$ cat src/inc/clhi_pkg.sv
// Shared constants and types for the character display host port.
// Assumes one 20 MHz clock; all host pins arrive asynchronously.
package clhi_pkg;

    // ----------------------------------------------------------------
    // Timing
    // ----------------------------------------------------------------
    localparam int CLK_PERIOD_NS = 50;
    localparam int EXEC_TIME_NS  = 37000;
    localparam int EXEC_CYC      = (EXEC_TIME_NS + CLK_PERIOD_NS - 1) / CLK_PERIOD_NS;
    localparam int CNT_W         = 10;

    // ----------------------------------------------------------------
    // Memory geometry and display address map
    // ----------------------------------------------------------------
    localparam int         DTR_DEPTH    = 80;
    localparam int         UFR_DEPTH    = 64;
    localparam logic [6:0] LEN_ONE      = 7'h50;
    localparam logic [6:0] LEN_TWO      = 7'h28;
    localparam logic [6:0] ONE_LAST     = 7'h4F;
    localparam logic [6:0] LINE1_LAST   = 7'h27;
    localparam logic [6:0] LINE2_BASE   = 7'h40;
    localparam logic [6:0] LINE2_LAST   = 7'h67;
    localparam logic [6:0] AC_ZERO      = 7'h00;
    localparam logic [6:0] AC_ONE       = 7'h01;

    // ----------------------------------------------------------------
    // Instruction field positions
    // ----------------------------------------------------------------
    localparam int INS_SETDD = 7;
    localparam int INS_SETCG = 6;
    localparam int INS_FUNC  = 5;
    localparam int INS_SHIFT = 4;
    localparam int INS_ENTRY = 2;
    localparam int INS_HOME  = 1;
    localparam int FUNC_DL   = 4;
    localparam int FUNC_N    = 3;
    localparam int SHIFT_SC  = 3;
    localparam int SHIFT_RL  = 2;
    localparam int ENTRY_ID  = 1;
    localparam int STAT_BF   = 7;
    localparam int NIB_MSB   = 7;
    localparam int NIB_LSB   = 4;

    // Select/direction pair {register_select, read_write}
    localparam logic [1:0] OP_INSTR = 2'h0;
    localparam logic [1:0] OP_STAT  = 2'h1;
    localparam logic [1:0] OP_DWR   = 2'h2;
    localparam logic [1:0] OP_DRD   = 2'h3;

    // ----------------------------------------------------------------
    // Types
    // ----------------------------------------------------------------
    typedef struct packed {
        logic       if_hi;
        logic       if_lo;
        logic       cs_n;
        logic       sa1;
        logic       sa0;
        logic       en;
        logic       rs;
        logic       rw;
        logic [7:0] db;
    } clhi_pins_t;

    typedef struct packed {
        logic bus8;
        logic two_line;
        logic inc;
        logic to_font;
    } clhi_cfg_t;

    localparam clhi_cfg_t CFG_RESET = '{bus8: 1'b1, two_line: 1'b0, inc: 1'b1, to_font: 1'b0};

endpackage

$ cat src/clhi_sync.sv
// Two-stage synchroniser for a bundle of asynchronous pins.
// Assumes each bit is quasi-static or sampled as a level downstream.
`timescale 1ns/1ns
module clhi_sync #(
    parameter int W = 8
) (
    input  wire logic         clk_i,
    input  wire logic         rst_b_i,
    input  wire logic         ce_i,
    input  wire logic [W-1:0] d_i,
    output logic      [W-1:0] q_o
);
    logic [W-1:0] meta_reg;

    always_ff @(posedge clk_i) begin
        if (!rst_b_i) begin
            meta_reg <= '0;
            q_o      <= '0;
        end else if (ce_i) begin
            meta_reg <= d_i;
            q_o      <= meta_reg;
        end
    end
endmodule // clhi_sync

$ cat src/clhi_host_port.sv
// Host-side port of a character display controller: holding registers,
// status read, address counter, display and user font RAMs, scan read.
// Assumes host pins are asynchronous; scan inputs come from this clock.
`timescale 1ns/1ns
module clhi_host_port
    import clhi_pkg::*;
#(
    parameter logic [4:0] TGT_ADDR_HI = 5'h0A  // Arbitrary fixed upper address bits
) (
    input  wire logic       clk_i,
    input  wire logic       rst_b_i,
    input  wire logic       ce_i,
    input  wire logic       interface_select_hi_i,
    input  wire logic       interface_select_lo_i,
    input  wire logic       chip_select_n_i,
    input  wire logic       target_addr_bit0_i,
    input  wire logic       target_addr_bit1_i,
    input  wire logic       enable_i,
    input  wire logic       register_select_i,
    input  wire logic       read_write_i,
    input  wire logic [7:0] db_i,
    output logic      [7:0] db_o,
    output logic            db_oe_o,
    output logic            internal_op_pending_o,
    output logic      [6:0] target_addr_o,
    input  wire logic       scan_line_i,
    input  wire logic [6:0] scan_col_i,
    output logic      [7:0] scan_code_o,
    output logic            scan_user_font_o
);
    typedef enum logic [1:0] {ST_IDLE, ST_EXEC, ST_BUSY, ST_FETCH} clhi_state_t;

    // Edges after reset until the strap levels have crossed the synchroniser
    localparam logic [1:0] STRAP_EDGES = 2'h3;

    // ----------------------------------------------------------------
    // Functions
    // ----------------------------------------------------------------
    function automatic logic is_par(input clhi_pins_t p);
        return p.if_hi;
    endfunction

    function automatic logic [6:0] dtr_index(input logic [6:0] a, input logic two);
        return (two && a[6]) ? a - LINE2_BASE + LEN_TWO : a;
    endfunction

    function automatic logic [6:0] ac_step(input logic [6:0] a, input clhi_cfg_t c);
        logic [6:0] r;
        r = c.inc ? a + AC_ONE : a - AC_ONE;
        if (c.to_font) begin
            r[6] = 1'b0;
        end else if (!c.two_line) begin
            if (c.inc && a == ONE_LAST) r = AC_ZERO;
            else if (!c.inc && a == AC_ZERO) r = ONE_LAST;
        end else if (c.inc) begin
            if (a == LINE1_LAST) r = LINE2_BASE;
            else if (a == LINE2_LAST) r = AC_ZERO;
        end else begin
            if (a == LINE2_BASE) r = LINE1_LAST;
            else if (a == AC_ZERO) r = LINE2_LAST;
        end
        return r;
    endfunction

    // ----------------------------------------------------------------
    // Pin synchronisation and access decode
    // ----------------------------------------------------------------
    clhi_pins_t  pins;
    clhi_state_t state_reg;
    clhi_cfg_t   cfg_reg;
    clhi_cfg_t   cfg_mv;
    logic [CNT_W-1:0] cnt_reg;
    logic [7:0]  instruction_holding_reg;
    logic [7:0]  data_holding_reg;
    logic [6:0]  address_counter_reg;
    logic [6:0]  shift_reg;
    logic [3:0]  nib_hold_reg;
    logic        nib_ph_reg;
    logic        e_prev_reg;
    logic [1:0]  strap_cnt_reg;
    logic [7:0]  dtr_mem [DTR_DEPTH];
    logic [7:0]  ufr_mem [UFR_DEPTH];
    logic [7:0]  wbyte;
    logic [7:0]  ram_rd;
    logic [7:0]  rd_byte;
    logic [7:0]  rd_out;
    logic [6:0]  didx;
    logic [6:0]  scan_idx;
    logic [7:0]  scan_sum;
    logic [6:0]  line_len;
    logic        par;
    logic        sel;
    logic        acc;
    logic        nib;
    logic        byte_done;
    logic        idle;
    logic        instr_ok;
    logic        dwr_ok;
    logic        drd_ok;
    logic [1:0]  op;

    clhi_sync #(
        .W ($bits(clhi_pins_t))
    ) u_sync (
        .clk_i   (clk_i),
        .rst_b_i (rst_b_i),
        .ce_i    (ce_i),
        .d_i     ({interface_select_hi_i, interface_select_lo_i, chip_select_n_i,
                   target_addr_bit1_i, target_addr_bit0_i, enable_i,
                   register_select_i, read_write_i, db_i}),
        .q_o     (pins)
    );

    assign par       = is_par(pins);
    assign sel       = par | ~pins.cs_n;
    assign acc       = ce_i & e_prev_reg & ~pins.en & sel;
    assign nib       = par & ~cfg_reg.bus8;
    assign byte_done = acc & (~nib | nib_ph_reg);
    assign wbyte     = nib ? {nib_hold_reg, pins.db[NIB_MSB:NIB_LSB]} : pins.db;
    assign op        = {pins.rs, pins.rw};
    assign idle      = (state_reg == ST_IDLE);
    assign instr_ok  = byte_done & (op == OP_INSTR) & idle;
    assign dwr_ok    = byte_done & (op == OP_DWR) & idle;
    assign drd_ok    = byte_done & (op == OP_DRD) & idle;
    assign didx      = dtr_index(address_counter_reg, cfg_reg.two_line);

    always_comb begin
        cfg_mv     = cfg_reg;
        cfg_mv.inc = instruction_holding_reg[SHIFT_RL];
    end

    // ----------------------------------------------------------------
    // Strobe edge, nibble pairing
    // ----------------------------------------------------------------
    always_ff @(posedge clk_i) begin
        if (!rst_b_i) begin
            e_prev_reg <= 1'b0;
        end else if (ce_i) begin
            e_prev_reg <= pins.en;
        end
    end

    // Phase also toggles on refused instructions so the pairing never slips
    always_ff @(posedge clk_i) begin
        if (!rst_b_i) begin
            nib_ph_reg   <= 1'b0;
            nib_hold_reg <= 4'h0;
        end else if (ce_i) begin
            if (!nib) begin
                nib_ph_reg <= 1'b0;
            end else if (acc) begin
                nib_ph_reg <= ~nib_ph_reg;
                if (!nib_ph_reg) nib_hold_reg <= pins.db[NIB_MSB:NIB_LSB];
            end
        end
    end

    // ----------------------------------------------------------------
    // Internal operation sequencer
    // ----------------------------------------------------------------
    always_ff @(posedge clk_i) begin
        if (!rst_b_i) begin
            state_reg <= ST_IDLE;
            cnt_reg   <= '0;
        end else if (ce_i) begin
            case (state_reg)
                ST_IDLE: begin
                    if (instr_ok) state_reg <= ST_EXEC;
                    else if (drd_ok) state_reg <= ST_FETCH;
                end
                ST_EXEC: begin
                    state_reg <= ST_BUSY;
                    cnt_reg   <= CNT_W'(EXEC_CYC - 1);
                end
                ST_BUSY: begin
                    if (cnt_reg == '0) state_reg <= ST_FETCH;
                    else cnt_reg <= cnt_reg - 1'b1;
                end
                ST_FETCH: state_reg <= ST_IDLE;
                default:  state_reg <= ST_IDLE;
            endcase
        end
    end

    // ----------------------------------------------------------------
    // Holding registers
    // ----------------------------------------------------------------
    always_ff @(posedge clk_i) begin
        if (!rst_b_i) begin
            instruction_holding_reg <= 8'h00;
        end else if (ce_i && instr_ok) begin
            instruction_holding_reg <= wbyte;
        end
    end

    always_ff @(posedge clk_i) begin
        if (!rst_b_i) begin
            data_holding_reg <= 8'h00;
        end else if (ce_i) begin
            if (dwr_ok) data_holding_reg <= wbyte;
            else if (state_reg == ST_FETCH) data_holding_reg <= ram_rd;
        end
    end

    // ----------------------------------------------------------------
    // Configuration, address counter, display shift
    // ----------------------------------------------------------------
    always_ff @(posedge clk_i) begin
        if (!rst_b_i) begin
            cfg_reg             <= CFG_RESET;
            address_counter_reg <= AC_ZERO;
            shift_reg           <= AC_ZERO;
        end else if (ce_i) begin
            if (state_reg == ST_EXEC) begin
                if (instruction_holding_reg[INS_SETDD]) begin
                    address_counter_reg <= instruction_holding_reg[6:0];
                    cfg_reg.to_font     <= 1'b0;
                end else if (instruction_holding_reg[INS_SETCG]) begin
                    address_counter_reg <= {1'b0, instruction_holding_reg[5:0]};
                    cfg_reg.to_font     <= 1'b1;
                end else if (instruction_holding_reg[INS_FUNC]) begin
                    cfg_reg.bus8     <= instruction_holding_reg[FUNC_DL];
                    cfg_reg.two_line <= instruction_holding_reg[FUNC_N];
                end else if (instruction_holding_reg[INS_SHIFT]) begin
                    if (instruction_holding_reg[SHIFT_SC]) begin
                        // Only the window offset moves; RAM stays untouched
                        if (instruction_holding_reg[SHIFT_RL])
                            shift_reg <= (shift_reg == AC_ZERO) ? line_len - AC_ONE
                                                               : shift_reg - AC_ONE;
                        else
                            shift_reg <= (shift_reg + AC_ONE >= line_len) ? AC_ZERO
                                                                         : shift_reg + AC_ONE;
                    end else begin
                        address_counter_reg <= ac_step(address_counter_reg, cfg_mv);
                    end
                end else if (instruction_holding_reg[INS_ENTRY]) begin
                    cfg_reg.inc <= instruction_holding_reg[ENTRY_ID];
                end else if (instruction_holding_reg[INS_HOME]) begin
                    address_counter_reg <= AC_ZERO;
                    shift_reg           <= AC_ZERO;
                end
            end else if (dwr_ok || drd_ok) begin
                address_counter_reg <= ac_step(address_counter_reg, cfg_reg);
            end
        end
    end

    // ----------------------------------------------------------------
    // Display and user font RAM
    // ----------------------------------------------------------------
    always_comb begin
        if (cfg_reg.to_font) ram_rd = ufr_mem[address_counter_reg[5:0]];
        else if (didx < LEN_ONE) ram_rd = dtr_mem[didx];
        else ram_rd = 8'h00;
    end

    // Two-line map gaps: writes to 0x28-0x3F land in line two's bank; writes to 0x68-0x7F are dropped
    always_ff @(posedge clk_i) begin
        if (ce_i && dwr_ok) begin
            if (cfg_reg.to_font) ufr_mem[address_counter_reg[5:0]] <= wbyte;
            else if (didx < LEN_ONE) dtr_mem[didx] <= wbyte;
        end
    end

    // ----------------------------------------------------------------
    // Scan read: visible position to display RAM code
    // ----------------------------------------------------------------
    assign line_len = cfg_reg.two_line ? LEN_TWO : LEN_ONE;

    always_comb begin
        scan_sum = {1'b0, scan_col_i} + {1'b0, shift_reg};
        if (scan_sum >= {1'b0, line_len}) scan_sum = scan_sum - {1'b0, line_len};
        // Line two starts at its own bank at index 0x28, right after line one's end
        scan_idx = scan_sum[6:0] + ((cfg_reg.two_line && scan_line_i) ? LEN_TWO
                                                                      : AC_ZERO);
    end

    always_ff @(posedge clk_i) begin
        if (!rst_b_i) begin
            scan_code_o      <= 8'h00;
            scan_user_font_o <= 1'b0;
        end else if (ce_i) begin
            scan_code_o      <= (scan_idx < LEN_ONE) ? dtr_mem[scan_idx] : 8'h00;
            scan_user_font_o <= (scan_idx < LEN_ONE) &&
                                (dtr_mem[scan_idx][NIB_MSB:NIB_LSB] == 4'h0);
        end
    end

    // ----------------------------------------------------------------
    // Host read data, busy, strapped address
    // ----------------------------------------------------------------
    // Instruction register has no read path at all
    assign rd_byte = pins.rs ? data_holding_reg
                             : {~idle & par, address_counter_reg};
    assign rd_out  = !nib ? rd_byte
                   : nib_ph_reg ? {rd_byte[NIB_LSB-1:0], 4'h0}
                                : {rd_byte[NIB_MSB:NIB_LSB], 4'h0};

    always_ff @(posedge clk_i) begin
        if (!rst_b_i) begin
            db_o                  <= 8'h00;
            db_oe_o               <= 1'b0;
            internal_op_pending_o <= 1'b0;
        end else if (ce_i) begin
            db_o                  <= rd_out;
            db_oe_o               <= pins.en & pins.rw & par;
            internal_op_pending_o <= ~idle;
        end
    end

    always_ff @(posedge clk_i) begin
        if (!rst_b_i) begin
            strap_cnt_reg <= 2'h0;
            target_addr_o <= 7'h00;
        end else if (ce_i && strap_cnt_reg != STRAP_EDGES) begin
            // Synchroniser is cleared by reset, so the last capture is the valid one
            strap_cnt_reg <= strap_cnt_reg + 2'h1;
            target_addr_o <= {TGT_ADDR_HI, pins.sa1, pins.sa0};
        end
    end
endmodule // clhi_host_port

$ cat config.mk
export PLATFORM = sky130hd
export DESIGN_NAME = clhi_host_port
export DESIGN_NICKNAME = d
export VERILOG_FILES = /design/src/inc/clhi_pkg.sv /design/src/clhi_sync.sv /design/src/clhi_host_port.sv
export SDC_FILE = /design/constraint.sdc
export NUM_CORES = 2
export LEC_CHECK = 0
export BUFFER_PORTS_ARGS = -buffer_cell sky130_fd_sc_hd__buf_2
export CORE_MARGIN = 1.5
export CORE_UTILIZATION = 30
export CTS_BUF_LIST = sky130_fd_sc_hd__clkbuf_8
export DETAILED_ROUTE_END_ITERATION = 8
export HOLD_SLACK_MARGIN = 0.08
export PLACE_DENSITY = 0.44
export SYNTH_ARGS = -nofsm -noshare
export SYNTH_HDL_FRONTEND = slang
export SYNTH_SLANG_ARGS = --single-unit
$ cat constraint.sdc
create_clock -name clk_i -period 7.85 [get_ports clk_i]
set_input_delay 1.57 -clock clk_i [delete_from_list [all_inputs] [get_ports clk_i]]
set_output_delay 1.57 -clock clk_i [all_outputs]
set_load 0.01 [all_outputs]
# [Yosys cells after proc, flatten, opt, wreduce, memory -nomap -nowiden]
# Memories as Yosys holds them, arrays and structs flattened. A register that Yosys moved wholly into a read port is not among the register bits.
# Index checks and enable logic that the tools add are counted.
[totals] ram_bits=1152 memories=2 wordCells=188 inputBits=27 ff_bits=108
[classes] n_eq_ne=20 order_cmp=4 reduce_logical=34 add_sub_neg=12 n_mux=68 bitwise=26
[memory_table] name="dtr_mem" words=80 width=8 read_ports=2 rd_ports_with_merged_regs=0 wr=1 line="clhi_host_port.sv:81" rtl="logic [7:0] dtr_mem [DTR_DEPTH];"
[memory_table] name="ufr_mem" words=64 width=8 read_ports=1 rd_ports_with_merged_regs=1 wr=1 line="clhi_host_port.sv:82" rtl="logic [7:0] ufr_mem [UFR_DEPTH];"
[op_table] op="7-bit two-way mux" count=35
[op_table] op="8-bit two-way mux" count=9
[op_table] op="6-bit two-way mux" count=5
[op_table] op="7-bit == test, second input constant" count=3
[op_table] op="7-bit by 1-bit subtractor with 7-bit output, second input constant" count=3
[op_table] op="10-bit one-hot mux with 2 select lines" count=1
[op_table] op="5-bit != test, second input constant" count=3
[op_table] op="7-bit by 1-bit adder with 7-bit output, second input constant" count=2
[op_table] op="1-bit bitwise AND" count=14
[op_table] op="7-bit zero test" count=2
[op_table] op="7-bit less-than comparator, second input constant" count=2
[op_table] op="1-bit two-way mux" count=13
[op_table] op="1-bit logical AND" count=10
[op_table] op="10-bit zero test" count=1
[op_table] op="10-bit two-way mux" count=1
[op_table] op="2-bit != test, second input constant" count=5
[op_table] op="1-bit inverter" count=10
[op_table] op="2-bit nonzero test" count=5
[op_table] op="10-bit by 1-bit subtractor with 10-bit output, second input constant" count=1
[op_table] op="3-bit AND reduction" count=3
[op_table] op="7-bit by 7-bit adder with 8-bit output" count=1
[op_table] op="2-bit == test, second input constant" count=4
[op_table] op="8-bit by 7-bit greater-or-equal comparator with 1-bit output" count=1
[op_table] op="2-bit one-hot mux with 4 select lines" count=1
[op_table] op="other kinds (23)" count=29

# [Longest topological paths before layout]
[depth] ltp_word=15 mapped_depth=23

# [Modules after synthesis]
# A second synthesis with hierarchy kept.
[unflattened] hier_cells=3347 area_unflattened_um2=55869.8
[modules_own_cells] module="clhi_host_port" instances=1 area_per_inst_um2=54626.1 cells_each=3244 seq_area_each_um2=36234.8
[modules_own_cells] module="clhi_sync" instances=1 area_per_inst_um2=1243.7 cells_each=103 seq_area_each_um2=640.6

# [Worst setup path before layout]
# OpenSTA, ideal clock, no wires.
[synth_path] path_kind="input -> register" start="input scan_col_i[0]" end="register scan_user_font_o" stages=21 n_path_buf=1 arrival_time_ns=6.360 path_slack_ns=1.429 cell_sequence="ha_1 inv_1 fa_1 nor2b_1 o22ai_1 xnor2_1 ha_1 nor2b_1 o21ai_0 a21boi_0 or2_1 buf_4 mux2i_1 ha_1 ha_1 xor2_2 mux4_2 mux2_2 o21a_1 nor3_1 a32o_1"
[synth_via] elab_chain_len=7 word_cells_on_any_way=9 classes_between="add/sub: 3; order compare: 2; mux: 1; reduce/logical: 2; memory: 1"
[synth_rtl] item="start, declared" line="clhi_host_port.sv:27" rtl="input wire logic [6:0] scan_col_i,"
[synth_rtl] item="7-bit by 7-bit adder with 8-bit output *" line="clhi_host_port.sv:271" rtl="scan_sum = {1'b0, scan_col_i} + {1'b0, shift_reg};"
[synth_rtl] item="7-bit subtractor or 8-bit by 7-bit greater-or-equal comparator with 1-bit output (tied branches)" line="clhi_host_port.sv:272" rtl="if (scan_sum >= {1'b0, line_len}) scan_sum = scan_sum - {1'b0, line_len};"
[synth_rtl] item="7-bit two-way mux *" line="clhi_host_port.sv:272"
[synth_rtl] item="7-bit by 6-bit adder with 7-bit output *" line="clhi_host_port.sv:274" rtl="scan_idx = scan_sum[6:0] + ((cfg_reg.two_line && scan_line_i) ? LEN_TWO"
[synth_rtl] item="memory 80 x 8 bit"
[synth_rtl] item="4-bit zero test" line="clhi_host_port.sv:285" rtl="(dtr_mem[scan_idx][NIB_MSB:NIB_LSB] == 4'h0);"
[synth_rtl] item="1-bit logical AND *" line="clhi_host_port.sv:284" rtl="scan_user_font_o <= (scan_idx < LEN_ONE) &&"
[synth_rtl] item="end signal, assigned" line="clhi_host_port.sv:284"
[synth_rtl] item="end, declared" line="clhi_host_port.sv:29" rtl="output logic scan_user_font_o"
# Mark *: on every way between the ends. The rest lies on a longest branch, timed or not.
# A chain may end at the register's enable or synchronous reset.

# [Worst setup path after layout]
# Ends and elaborated chain as after synthesis.

==> flow_summary.yaml <==
timing:
  setup_viol: 0
  final_max_slew_viol_count: 0
  rsz0062_at_grt: "no"
  final.period_utilization_pct: 85.17
  finalCriticalPeriod_ns: 6.686
  max_freq_ghz: 0.1496
  tns_ns: 0
  worst_pin_slew_ns: 1.246
  hold_violations: 0
  fin_skew_ns: 0.06400
  relSlewSlack_pct: 16.63
die:
  dieHeight_um: 432.5
  ios: 53
  die_area_mm2: 0.1871
  rows: 157
  die_w_um: 432.5
  initial_core_util_pct: 30.20
  core_mm2: 0.1833
power:
  peakVddDrop_uv: 141.4
  leakagePower_nw: 19.05
  power_density_mw_per_mm2: 212.3
clock_tree:
  h-tree-depth: 4
  clk_latency_ns: 0.96
  postCtsSetupBuffers: 0
  cts_buffer_depth: 3
  post_cts_resized: 0
  cts_tree: "built"
  clock-sinks: 1264
  clkTransAtPathRegs_ns: 0.06
  clockRootBuffer: "clkbuf_8"
  cts_buffers: 207
  ctsHoldBuffers: 0
synth:
  synth-xor-area-share_pct: 0.5968
  synth-simple-area-share_pct: 4.987
  syn_area_mm2: 0.05535
  ys_types: 78
  syn_area_per_cell_um2: 16.53
  synthCells: 3349
  synth.mux.area_fraction_pct: 17.67
  ys_warn_count: 0
  ys_seq_elements: 1264
  postSynth.asyncResetShare_pct: 0
  synth_top_family_by_area: "multiplexers"
  synth-compound-area-share_pct: 7.300
  synth_fa_ha_area_share_pct: 0.7505
  synth_ff_type: "edfxtp_1"
  ys_seq_area_share_pct: 66.55
  synth_edf_count: 1152
cells_and_area:
  syn2layout_area_growth_pct: 12.55
  design_area_mm2: 0.06229
  layout.cells.most_common: "edfxtp_1"
  top_register: "dtr_mem"
  drive_gt1_share_pct: 23.49
  layout.nets: 3528
  nFillCells: 17630
  largest_register_ffs: 640
  final_cell_mix: "1152 x edfxtp_1, 362 x mux4_2, 328 x nor2_1"
hold_path:
  hp-class: "reg -> reg"
placed_design:
  gp_congestion: 0.8469
  placed_area_mm2: 0.05854
  post-dp-hpwl_mm: 115.2
  portBuffers: 48
grt:
  grt_pass1_wl_mm: 259.8
  grt.total_usage_pct: 19.56
  antenna_found_initial: 4
  grt_pass1_vias: 33740
  gr-total-overflow: 0
  grt_max_degree: 97
outcome:
  outcome: "finished clean"
detailed_routing:
  routedWlPerCell_um: 30.20
  ant_nets: 0
  vias_per_cell: 5.427
  drc: 0
  drt_iter0_markers: 3207
  wl_mm: 184.4
  num_vias: 33140
  dr.pass1.iters: 6
worst_setup_path:
  endpoint_kind: "flop"
  critPathKind: "in -> reg"
  crit_fanout: 8
  startpoint_type: "input pin"
  cp_data_arrival_time_ns: 7.58
  worstPathRequired_ns: 8.74
job:
  maxCapViolCount: 0
-- power by group --
group | internal, mW | switching (mW)
clock network | 2.65 | 2.72
registers | 7.32 | 0.0230
logic | 0.185 | 0.325
-- path summary, 6_finish.rpt --
path / start / endpoint / slack (ns) / depth (start not counted)
worst min-delay path: db_oe_o / db_oe_o / 0.47 / 2
worst max register to register: shift_reg[0] / scan_user_font_o / 1.32 / 23
worst max-delay path: scan_col_i[0] / scan_user_font_o / 1.16 / 24
worst min register to register: db_oe_o / db_oe_o / 0.47 / 2
-- synth_stat cells, types with 10 or more instances --
| library cell | instances | share of area [%] |
|---|---|---|
| edfxtp_1 | 1152 | 63 |
| mux4_2 | 362 | 15 |
| nor2_1 | 328 | 2.2 |
| o22ai_1 | 174 | 2.0 |
| clkbuf_1 | 134 | 0.91 |
| nand2_1 | 132 | 0.90 |
| dfxtp_1 | 112 | 4.1 |
| mux2i_1 | 96 | 1.7 |
| o21ai_0 | 86 | 0.78 |
| a21oi_1 | 82 | 0.74 |
| mux2_2 | 59 | 1.2 |
| buf_2 | 52 | 0.47 |
| o221ai_1 | 49 | 0.78 |
| nand3_1 | 39 | 0.35 |
| inv_1 | 35 | 0.24 |
| ha_1 | 30 | 0.68 |
| buf_1 | 27 | 0.18 |
| nor3_1 | 27 | 0.24 |
| a22oi_1 | 24 | 0.33 |
| xnor2_1 | 23 | 0.36 |
| nor4_1 | 22 | 0.25 |
| a31oi_1 | 21 | 0.24 |
| a211oi_1 | 18 | 0.24 |
| a221oi_1 | 15 | 0.24 |
| o211ai_1 | 14 | 0.19 |
| nand2b_1 | 12 | 0.14 |
| o21a_1 | 12 | 0.16 |
| xor2_1 | 11 | 0.17 |
| and2_1 | 10 | 0.11 |
| buf_4 | 10 | 0.14 |
-- metal layers --
layer / wire, um / vias to the layer above / GRT usage [%]
met5: 0 / - / 0
met4: 5548 / 0 / 6.153
met3: 12160 / 322 / 3.876
met2: 88840 / 1325 / 32.00
met1: 77840 / 17460 / 26.08
li1: - / 14030 / -
-- cell families (layout without fill, tap and decap cells) --
group                    after synthesis  count (layout)
AO/OA/AOI/OAI                        597             597
XOR/XNOR                              36              36
adder cells (fa/ha/maj)               32              32
buffers and inverters                270             555
flip-flops                          1264            1264
multiplexers                         517             517
other                                  1               9
AND/OR/NAND/NOR                      632             632
-- cell type report --
class	instances	area [um^2]	area share (%)
Sequential cell	1264	36860	59.17
Multi-Input combinational cell	1817	17450	28.01
Tap cell	2464	3083	4.949
Clock buffer	214	2945	4.728
Timing Repair Buffer	141	988.4	1.587
Clock inverter	162	789.5	1.267
Inverter	38	162.7	0.2611
Antenna cell	6	15.01	0.02410
-- metrics by stage --
stage	cells	utilization (%)	total power, mW	worst slack (ns)	hold slack [ns]
2_1_floorplan	3351	-	7.808	1.429	0.4497
3_3_place_gp	5724	31.94	7.997	0.3308	0.4601
3_5_place_dp	5724	31.94	7.999	0.3336	0.4663
4_1_cts	6100	33.98	13.37	1.369	0.4742
5_1_grt	6105	33.99	13.67	0.8692	0.5097
6_report	6106	33.99	13.23	1.164	0.4676
-- critical path: stages --
cell       delay [ns]
buf_2            0.10
ha_4             0.13
inv_1            0.05
fa_4             0.49
nor2b_1          0.23
o22ai_1          0.13
xnor2_1          0.46
ha_1             0.34
nor2b_1          0.13
o21ai_0          0.20
a21boi_0         0.16
or2_1            0.37
nor2_1           0.15
a21oi_1          0.05
ha_1             0.35
buf_4            0.16
xnor2_1          0.84
nand2_1          0.26
a2111oi_0        0.46
a41oi_1          0.08
o211ai_1         0.22
o41ai_1          0.16
nor3_1           0.27
a32o_1           0.21
No activity file was read; power rests on OpenSTA's default activity.
